File: src/rtl/ilo_consts.svh
// Constants for the indexed literal offset address unit
`ifndef ILO_CONSTS_SVH
`define ILO_CONSTS_SVH
// Register byte addresses
`define ILO_CTRL_ADDR 12'h000
`define ILO_SFP_ADDR 12'h004
`define ILO_INSTR_ADDR 12'h008
`define ILO_RESULT_ADDR 12'h00c
// Control register fields
`define ILO_CTRL_EXT_BIT 0
`define ILO_CTRL_BANK_LSB 8
// Instruction register fields
`define ILO_INSTR_A_BIT 8
`define ILO_INSTR_D_BIT 9
// Result register fields
`define ILO_RES_ADDR_LSB 0
`define ILO_RES_IDX_BIT 16
`define ILO_RES_ACC_BIT 17
`define ILO_RES_EXT_BIT 18
// Offset limit and access bank split
`define ILO_OFFSET_MAX 8'h5f
`define ILO_ACCESS_LOW_MAX 8'h5f
// Reset values and special register bank
`define ILO_CTRL_RST 32'h0000_0000
`define ILO_EXT_RST 1'b0
`define ILO_SFP_RST 12'h000
`define ILO_INSTR_RST 10'h200
`define ILO_SFR_BANK 4'hf
`endif

File: src/rtl/ilo_pkg.sv
// Types for the indexed literal offset address unit
package ilo_pkg;
  typedef enum logic [1:0] {
    MODE_ACCESS = 2'b00,
    MODE_BANKED = 2'b01,
    MODE_INDEXED = 2'b11
  } addr_mode_t;
endpackage

File: src/rtl/ilo_addr_unit.sv
// Effective data address unit for file-operand instructions, AHB-Lite
`timescale 1ns/1ps
`include "ilo_consts.svh"

module ilo_addr_unit
  import ilo_pkg::*;
#(
  parameter int ADDR_W = 12
) (
  input wire logic clk_i,              // Core clock, 125 MHz
  input wire logic resetn_i,           // Synchronous reset, active low
  input wire logic ce_i,               // Clock enable, freezes all state except synchronous reset
  input wire logic hsel_i,             // AHB-Lite select
  input wire logic [31:0] haddr_i,     // AHB-Lite address
  input wire logic [1:0] htrans_i,     // AHB-Lite transfer type
  input wire logic hwrite_i,           // AHB-Lite write
  input wire logic [2:0] hsize_i,      // AHB-Lite size
  input wire logic [31:0] hwdata_i,    // AHB-Lite write data
  input wire logic hready_i,           // AHB-Lite bus ready
  output logic [31:0] hrdata_o,        // AHB-Lite read data
  output logic hreadyout_o,            // AHB-Lite slave ready
  output logic hresp_o,                // AHB-Lite response, always OKAY
  output logic ext_en_o,               // Extended instruction set enabled
  output logic [ADDR_W-1:0] eff_addr_o, // Effective data address
  output logic dest_acc_o,             // Result goes to accumulator
  output logic indexed_o               // Current operand is indexed
);

  ////////////////////////////////////////////////////////////////////////
  typedef struct packed {
    logic ext_en;
    logic [3:0] bank;
    logic [ADDR_W-1:0] sfp;
    logic [9:0] instr;
    logic [ADDR_W-1:0] eff_addr;
    logic dest_acc;
    addr_mode_t mode;
    logic wr_pend;
    logic [11:0] wr_addr;
    logic [31:0] rdata;
  } state_t;

  state_t st_r;
  state_t st_nxt;

  // Address for one file operand; shared by decode and readback
  function automatic logic [ADDR_W-1:0] calc_addr(
    input logic ext, input logic a, input logic [7:0] f,
    input logic [3:0] bnk, input logic [ADDR_W-1:0] ptr);
    logic [ADDR_W-1:0] r;
    r = '0;
    if (ext && !a && f <= `ILO_OFFSET_MAX) begin
      // Wraps within the data space; pointer 0 gives plain offsets
      r = ptr + {{(ADDR_W-8){1'b0}}, f};
    end else if (a) begin
      r = {bnk, f};
    end else if (f <= `ILO_ACCESS_LOW_MAX) begin
      r = {4'h0, f};
    end else begin
      // Access Bank offsets above 0x5f map onto the special register bank
      r = {`ILO_SFR_BANK, f};
    end
    return r;
  endfunction

  function automatic addr_mode_t calc_mode(
    input logic ext, input logic a, input logic [7:0] f);
    addr_mode_t m;
    m = MODE_ACCESS;
    if (ext && !a && f <= `ILO_OFFSET_MAX) begin
      m = MODE_INDEXED;
    end else if (a) begin
      m = MODE_BANKED;
    end
    return m;
  endfunction

  ////////////////////////////////////////////////////////////////////////
  logic addr_ok;
  logic [11:0] a_cur;
  assign addr_ok = hsel_i && hready_i && htrans_i[1];
  assign a_cur = haddr_i[11:0];

  always_comb begin
    st_nxt = st_r;
    st_nxt.wr_pend = 1'b0;
    // Deferred write from the previous address phase
    if (st_r.wr_pend) begin
      unique case (st_r.wr_addr)
        `ILO_CTRL_ADDR: begin
          st_nxt.ext_en = hwdata_i[`ILO_CTRL_EXT_BIT];
          st_nxt.bank = hwdata_i[`ILO_CTRL_BANK_LSB +: 4];
        end
        `ILO_SFP_ADDR: st_nxt.sfp = hwdata_i[ADDR_W-1:0];
        `ILO_INSTR_ADDR: st_nxt.instr = hwdata_i[9:0];
        default: ;
      endcase
    end
    // Decode uses the next state including this cycle's deferred write, so every operand sees one rule
    st_nxt.mode = calc_mode(st_nxt.ext_en, st_nxt.instr[`ILO_INSTR_A_BIT],
                            st_nxt.instr[7:0]);
    st_nxt.eff_addr = calc_addr(st_nxt.ext_en,
                                st_nxt.instr[`ILO_INSTR_A_BIT],
                                st_nxt.instr[7:0], st_nxt.bank,
                                st_nxt.sfp);
    // Destination bit is independent of the addressing mode
    st_nxt.dest_acc = !st_nxt.instr[`ILO_INSTR_D_BIT];
    if (addr_ok) begin
      st_nxt.wr_pend = hwrite_i;
      st_nxt.wr_addr = a_cur;
      st_nxt.rdata = 32'h0000_0000;
      if (!hwrite_i) begin
        unique case (a_cur)
          `ILO_CTRL_ADDR: begin
            st_nxt.rdata[`ILO_CTRL_EXT_BIT] = st_nxt.ext_en;
            st_nxt.rdata[`ILO_CTRL_BANK_LSB +: 4] = st_nxt.bank;
          end
          `ILO_SFP_ADDR: st_nxt.rdata[ADDR_W-1:0] = st_nxt.sfp;
          `ILO_INSTR_ADDR: st_nxt.rdata[9:0] = st_nxt.instr;
          `ILO_RESULT_ADDR: begin
            st_nxt.rdata[`ILO_RES_ADDR_LSB +: ADDR_W] = st_nxt.eff_addr;
            st_nxt.rdata[`ILO_RES_IDX_BIT] = (st_nxt.mode == MODE_INDEXED);
            st_nxt.rdata[`ILO_RES_ACC_BIT] = st_nxt.dest_acc;
            st_nxt.rdata[`ILO_RES_EXT_BIT] = st_nxt.ext_en;
          end
          default: ;
        endcase
      end
    end
  end

  always_ff @(posedge clk_i) begin
    if (!resetn_i) begin
      st_r <= '0;
      st_r.ext_en <= `ILO_EXT_RST;
      st_r.sfp <= `ILO_SFP_RST;
      st_r.instr <= `ILO_INSTR_RST;
    end else if (ce_i) begin
      st_r <= st_nxt;
    end
  end

  ////////////////////////////////////////////////////////////////////////
  assign hrdata_o = st_r.rdata;
  assign hreadyout_o = 1'b1;
  assign hresp_o = 1'b0;
  assign ext_en_o = st_r.ext_en;
  assign eff_addr_o = st_r.eff_addr;
  assign dest_acc_o = st_r.dest_acc;
  // Only the indexed code has its upper bit set, so this is a bare flop
  assign indexed_o = st_r.mode[1];

endmodule

File: config.mk
export PLATFORM = sky130hd
export DESIGN_NAME = ilo_addr_unit
export DESIGN_NICKNAME = d
export VERILOG_FILES = /design/src/rtl/ilo_pkg.sv /design/src/rtl/ilo_addr_unit.sv
export VERILOG_INCLUDE_DIRS = /design/src /design/src/rtl
export SDC_FILE = /design/constraint.sdc
export NUM_CORES = 1
export LEC_CHECK = 0
export ABC_AREA = 1
export BUFFER_PORTS_ARGS = -buffer_cell sky130_fd_sc_hd__buf_2
export CORE_MARGIN = 1.5
export CORE_UTILIZATION = 59
export CTS_BUF_LIST = sky130_fd_sc_hd__clkbuf_8
export DETAILED_ROUTE_END_ITERATION = 10
export MAX_ROUTING_LAYER = met4
export PLACE_DENSITY = 0.95
export SLEW_MARGIN = 10
export SYNTH_ARGS = -nofsm -noshare
export SYNTH_HDL_FRONTEND = slang
export SYNTH_SLANG_ARGS = --single-unit
File: constraint.sdc
create_clock -name clk_i -period 7.7 [get_ports clk_i]
set_input_delay 1.54 -clock clk_i [delete_from_list [all_inputs] [get_ports clk_i]]
set_output_delay 1.54 -clock clk_i [all_outputs]
set_load 0.1 [all_outputs]
==> metrics.csv, run 1 <==
metric;value;unit
status;complete, no violations;
hold_viol;0;
fmax;222;MHz
synth_area_leaders;dfxtp_1 (31%), nand2_1 (10%), inv_1 (8.8%);
grt_pass1_wl;17.9;mm
final_common_cell;nand2_1;
numPortBuffers;60;
ys.warnings.count;0;
fin_crit;4.50;ns
p_leak;0.00247;uW
gp_congestion;0.921;
finalPower;889;uW
critPathMaxFanout;32;
layout_common_cells;nand2_1 (120), inv_1 (105), nor2_1 (72);
critical_path_class;in -> reg;
die_y;90.0;um
diodes;0;
required;7.99;ns
path_clk_slew;0.08;ns
rsz0062_at_grt;false;
cts_buffer_depth;2;
synth_area_per_cell;6.56;um2
start_util;0.612;
setup_tns;0;ns
synthCells;680;
postPlaceCellArea;4500;um2
area_delta_synth_final;5.39;%
clk_latency;0.36;ns
via_per_inst;5.33;
max-vdd-ir-drop;137;uV
worst_setup_path_end_kind;flop;
worst_pin_slew;1.04;ns
detailed_place_hpwl;7.94;mm
cp_slowest_cell;nand4_1;
numCtsBuffers;9;
fin_skew;0.00878;ns
final_cell_area;4700;um2
startpoint_type;input pin;
drtAntennaViolNets;0;
wl_per_cell;13.4;um
die_w;90.0;um
cts_setup_buffers;0;
cts_resized;0;
cts.sinks;69;
cts_tree;done;
post_synth_instance_area;4460;um2
grt_use_total;0.282;
overflow;0;
vias;4279;
ys_seq_area_frac;0.310;
p_per_area;189;nW/um2
wl;10.8;mm
antenna_found_initial;0;
cts-hold-fix-buffers;0;
cp.arrival;4.79;ns
num_rows;31;
crit_path_cell_trace;buf_2 -> nand4_1 -> nor2_1 -> inv_1 -> o31ai_1 -> o21ai_0 -> a21oi_1;
drive_gt1_frac;0.169;
final.period_utilization;0.585;
die-area;8090;um2
grt_pass1_vias;3947;
yosysTopAreaCell;dfxtp_1;
grt_max_degree;53;
coreArea;7290;um2
cts-root-buf;clkbuf_8;
htree_levels;3;
yosysUniqueCellTypes;44;
drtPass1Iterations;5;
slew_violations;0;
drc;0;
critPathTopFamily;simple AND/OR/NAND/NOR gates;
design.portCount;124;
drt_iter0_drc;311;
worstHoldPathType;reg -> reg;
synth_seq_cells;69;
setup_viol;0;
netlist.area_leader.share;0.310;
slowest_delay;0.95;ns
final_nets;782;
drv_cap;0;
path_buf_inv;2;
relSlewSlack;0.302;
-- power breakdown --
part	switching (uW)	internal (uW)	leakage (uW)
Sequential	6.98	373	0.000565
Clock	149	150	0.0000996
Combinational	167	44.3	0.00181
-- kinds of logic after synthesis --
kind of cell | share of synthesized area
xor gates and xnor gates | 0.00393
AOI/OAI and AO/OA | 0.205
muxes | 0.00224
other | 0.00168
adders and majority gates | 0.0241
and+or+nand+nor | 0.255
buffers and inverters | 0.199
DFF | 0.310
-- worst paths after layout --
| check | startpoint | to | slack, ns | cells past startpoint |
|---|---|---|---|---|
| max | ce_i | hrdata_o[1]$_SDFFE_PN0P_ | 3.20 | 7 |
| min | hrdata_o[16]$_SDFFE_PN0P_ | hrdata_o[16]$_SDFFE_PN0P_ | 0.47 | 2 |
| max reg2reg | st_r[40]$_SDFFE_PN0P_ | hrdata_o[9]$_SDFFE_PN0P_ | 3.44 | 21 |
| min reg2reg | hrdata_o[16]$_SDFFE_PN0P_ | hrdata_o[16]$_SDFFE_PN0P_ | 0.47 | 2 |
-- cell usage after synthesis (all sizes together) --
cell type	n
nor3b	1
o221ai	1
dfxtp	69
o22ai	7
a21boi	1
o21bai	1
o21ai	85
nor2	78
nand2	133
a31oi	3
clkbuf	20
conb	2
nand4	5
ha	7
fa	1
nor3	2
xor2	2
o311ai	1
a21oi	56
buf	51
mux2i	1
nand3	28
inv	111
a221oi	1
or2	2
clkinv	1
o211ai	6
nor4	3
o31ai	1
-- worst register-to-register path, stage by stage, from the launching register on --
cell     delay [ns]
dfxtp_1        0.32
nor2_1         0.11
nand2_1        0.07
nor2_2         0.54
nand2_2        0.52
o21ai_0        0.56
inv_1          0.16
ha_1           0.31
nand3_1        0.06
nand2_1        0.09
nand2_1        0.07
o21ai_0        0.35
nand3_2        0.17
nand2_2        0.10
nand2_2        0.06
nand3_2        0.05
nand2_1        0.05
o21ai_1        0.24
nand2_1        0.09
nand2_1        0.08
nand2_1        0.05
a21oi_1        0.14
-- cell type report --
type | instances | area [um2]
repair buffers | 62 | 315
inverters | 112 | 425
well taps | 99 | 124
multi-input cells | 445 | 2260
clock buffers | 9 | 124
fillers | 668 | 2590
flip-flops and latches | 69 | 1380
clock inverters | 7 | 73.8
-- registers in the layout, indices dropped and copies added, names as in the netlist --
| signal | count |
|---|---|
| st_r | 39 |
| eff_addr_o | 12 |
| ext_en_o | 1 |
| dest_acc_o | 1 |
| indexed_o | 1 |
| hrdata_o | 15 |
-- metal layers --
| layer | GRT usage | wire length [um] |
|---|---|---|
| met1 | 0.314 | 4460 |
| met2 | 0.479 | 5270 |
| met3 | 0.0635 | 691 |
| met4 | 0.131 | 375 |
| met5 | - | 0 |
-- per-stage QoR --
stage | utilization | hold WS [ns] | setup WS [ns] | std cells
after floorplan | - | 0.436 | 4.16 | 697
after global placement | 0.618 | 0.453 | 3.09 | 787
after detailed placement | 0.618 | 0.456 | 2.93 | 787
after CTS | 0.645 | 0.468 | 3.28 | 803
after global routing | 0.645 | 0.490 | 2.78 | 803
final | 0.645 | 0.465 | 3.20 | 803
Note: power is estimated with default switching activity, not from simulation.
==> run 2, diff against run 1 <==
Settings changed: ABC_AREA 1 to 0, CORE_UTILIZATION 59 to 54, PLACE_DENSITY 0.95 to 0.9.
Clock period 7.7 ns to 4.4 ns, I/O delays scaled along.
==> metrics.csv, run 2 <==
metric;value;unit;change
cp.arrival;4.34;ns;-0.45 ns
path_clk_slew;0.07;ns;about the same
start_util;0.556;;-0.0557
max-vdd-ir-drop;164;uV;+20%
cp_slowest_cell;or4_4;;
critPathMaxFanout;7;;-78%
antenna_found_initial;0;;unchanged
cts.sinks;69;;unchanged
post_synth_instance_area;4270;um2;-4.2%
slew_violations;0;;unchanged
synth_area_per_cell;8.14;um2;+24%
fin_crit;4.10;ns;
grt_pass1_wl;17.0;mm;-4.9%
yosysTopAreaCell;dfxtp_1;;
synth_area_leaders;dfxtp_1 (32%), buf_4 (8.4%), mux2i_1 (7.7%);;
final_nets;632;;-19%
drive_gt1_frac;0.192;;+0.0226
setup_viol;0;;unchanged
grt_use_total;0.264;;-0.0179
grt_pass1_vias;3470;;-12%
setup_tns;0;ns;unchanged
layout_common_cells;dfxtp_1 (69), nand2_1 (65), buf_2 (60);;
postPlaceCellArea;4390;um2;-2.5%
dp.cells;640;;-19%
relSlewSlack;0.440;;+0.138
synth_common_cells;dfxtp_1 (69), nand2_1 (65), nor2_1 (54), buf_4 (48), mux2i_1 (33);;
slowest_delay;0.60;ns;-0.35 ns
p_per_area;331;nW/um2;+75%
required;4.65;ns;-3.34 ns
final_cell_area;4590;um2;-2.4%
grt_max_degree;73;;+38%
die_y;92.0;um;+2.2%
numPortBuffers;60;;unchanged
fin_skew;0.00806;ns;-0.000722 ns
clk_latency;0.35;ns;about the same
final_common_cell;dfxtp_1;;
drtAntennaViolNets;0;;unchanged
synth-async-reset-ratio;0;;unchanged
drt_iter0_drc;393;;+26%
p_leak;0.00184;uW;-26%
largest_register_ff_count;39;;unchanged
critical_path_class;reg -> reg;;
drv_cap;0;;unchanged
htree_levels;3;;unchanged
vias;3923;;-8.3%
crit_path_cell_trace;or4_4 -> nor4_4 -> buf_4 -> mux2i_1 -> inv_1 -> ha_1 -> a211oi_1 -> o21bai_1 -> a21oi_1 -> a31o_1 -> a31oi_4 -> a41oi_1 -> o221ai_1 -> a31o_1;;
startpoint_type;flop;;
drc;0;;unchanged
yosysMostFrequentCell;dfxtp_1;;
fillers;694;;+3.9%
synth-edff-count;0;;unchanged
hold_viol;0;;unchanged
path_buf_inv;2;;unchanged
final_cells;655;;-18%
gp_congestion;0.954;;+3.6%
numCtsBuffers;9;;unchanged
synthCells;525;;-23%
ys_seq_area_frac;0.323;;+0.0135
worst_setup_path_end_kind;flop;;
final.period_utilization;0.932;;
worst_pin_slew;0.832;ns;-0.211 ns
diodes;0;;unchanged
synth_seq_cells;69;;unchanged
cts-hold-fix-buffers;0;;unchanged
cts_setup_buffers;0;;unchanged
die-area;8460;um2;+4.5%
fmax;244;MHz;
wl_per_cell;16.4;um;+22%
ys.warnings.count;0;;unchanged
coreArea;7690;um2;+5.4%
netlist.area_leader.share;0.323;;+0.0135
via_per_inst;5.99;;+12%
worst_path_most_repeated_cell;a31o_1;;
design.portCount;124;;unchanged
cts_resized;0;;unchanged
cts_buffer_depth;2;;unchanged
cts-root-buf;clkbuf_8;;
status;complete, no violations;;
overflow;0;;unchanged
drtPass1Iterations;6;;+1
num_rows;32;;+3.2%
area_delta_synth_final;7.29;%;
yosys_most_used_dff;dfxtp_1;;
detailed_place_hpwl;7.55;mm;-5.0%
regMostFlops;st_r;;
die_w;92.0;um;+2.2%
cts_tree;done;;
wl;10.7;mm;-0.67%
critPathTopFamily;compound AO/OA/AOI/OAI gates;;
rsz0062_at_grt;false;;
yosysUniqueCellTypes;64;;+45%
worstHoldPathType;reg -> reg;;
==> run 2: cell types whose count changed after synthesis, sizes merged, moves of 12 or more <==
cell	previous run	this run
inv	111	17
nand2	133	65
o21ai	85	25
mux2i	1	33
a211oi	0	24
a21oi	56	32
nor2	78	54
nand3	28	16
==> run 2: final cells by class <==
class                   instances  area, um2  share of cell area
clock buffers                  14        193              0.0420
repair buffers                 70        375              0.0819
inverters                      19       71.3              0.0156
multi-input cells             380       2430               0.531
flip-flops and latches         69       1380               0.301
well taps                     102        128              0.0278
clock inverters                 1       3.75            0.000819
==> run 2: final timing paths <==
path / start / to / slack (ns) / depth (start not counted)
max reg2reg: st_r[32]$_SDFFE_PN0P_ / hrdata_o[9]$_SDFFE_PN0P_ / 0.30 / 14
min: hrdata_o[0]$_SDFFE_PN0P_ / hrdata_o[0]$_SDFFE_PN0P_ / 0.45 / 2
min reg2reg: hrdata_o[0]$_SDFFE_PN0P_ / hrdata_o[0]$_SDFFE_PN0P_ / 0.45 / 2
max: st_r[32]$_SDFFE_PN0P_ / hrdata_o[9]$_SDFFE_PN0P_ / 0.30 / 14
==> run 2: layer usage <==
| layer | vias up | global-route usage | wire length (um) |
|---|---|---|---|
| li1 | 1860 | - | - |
| met5 | - | - | 0 |
| met4 | 0 | 0.113 | 261 |
| met1 | 1814 | 0.342 | 4510 |
| met3 | 31 | 0.0464 | 1040 |
| met2 | 218 | 0.405 | 4910 |
==> run 2: logic make-up (layout without fill, tap and decap cells) <==
family | after synthesis | after routing | share of synthesized area
xor+xnor | 7 | 7 | 0.0143
buf+inv | 93 | 104 | 0.124
mux | 44 | 44 | 0.112
compound gates | 123 | 123 | 0.197
flops | 69 | 69 | 0.323
other cells | 2 | 19 | 0.00176
simple gates | 179 | 179 | 0.203
fa+ha+maj | 8 | 8 | 0.0252
==> run 2: worst min-delay path: cells and delay by family, from the launching register on <==
family,cells,cell delay (ns)
and+or+nand+nor,1,0.05
AOI/OAI and AO/OA,1,0.05
DFF,1,0.31
==> run 2: report_power, final <==
| group | total [uW] | switching (uW) | internal, uW |
|---|---|---|---|
| Clock | 507 | 230 | 277 |
| Sequential | 664 | 16.1 | 648 |
| Combinational | 346 | 264 | 82.2 |
| Total | 1520 | 510 | 1010 |
==> run 2: per-stage QoR <==
| stage | power, uW | hold WS, ns | utilization | worst slack, ns |
|---|---|---|---|---|
| floorplan | 972 | 0.426 | - | 0.313 |
| CTS | 1520 | 0.453 | 0.597 | 0.384 |
| detailed placement | 1020 | 0.444 | 0.571 | 0.438 |
| finish | 1520 | 0.452 | 0.597 | 0.301 |
| global placement | 1010 | 0.434 | 0.571 | 0.494 |
| global route | 1580 | 0.477 | 0.597 | 0.133 |
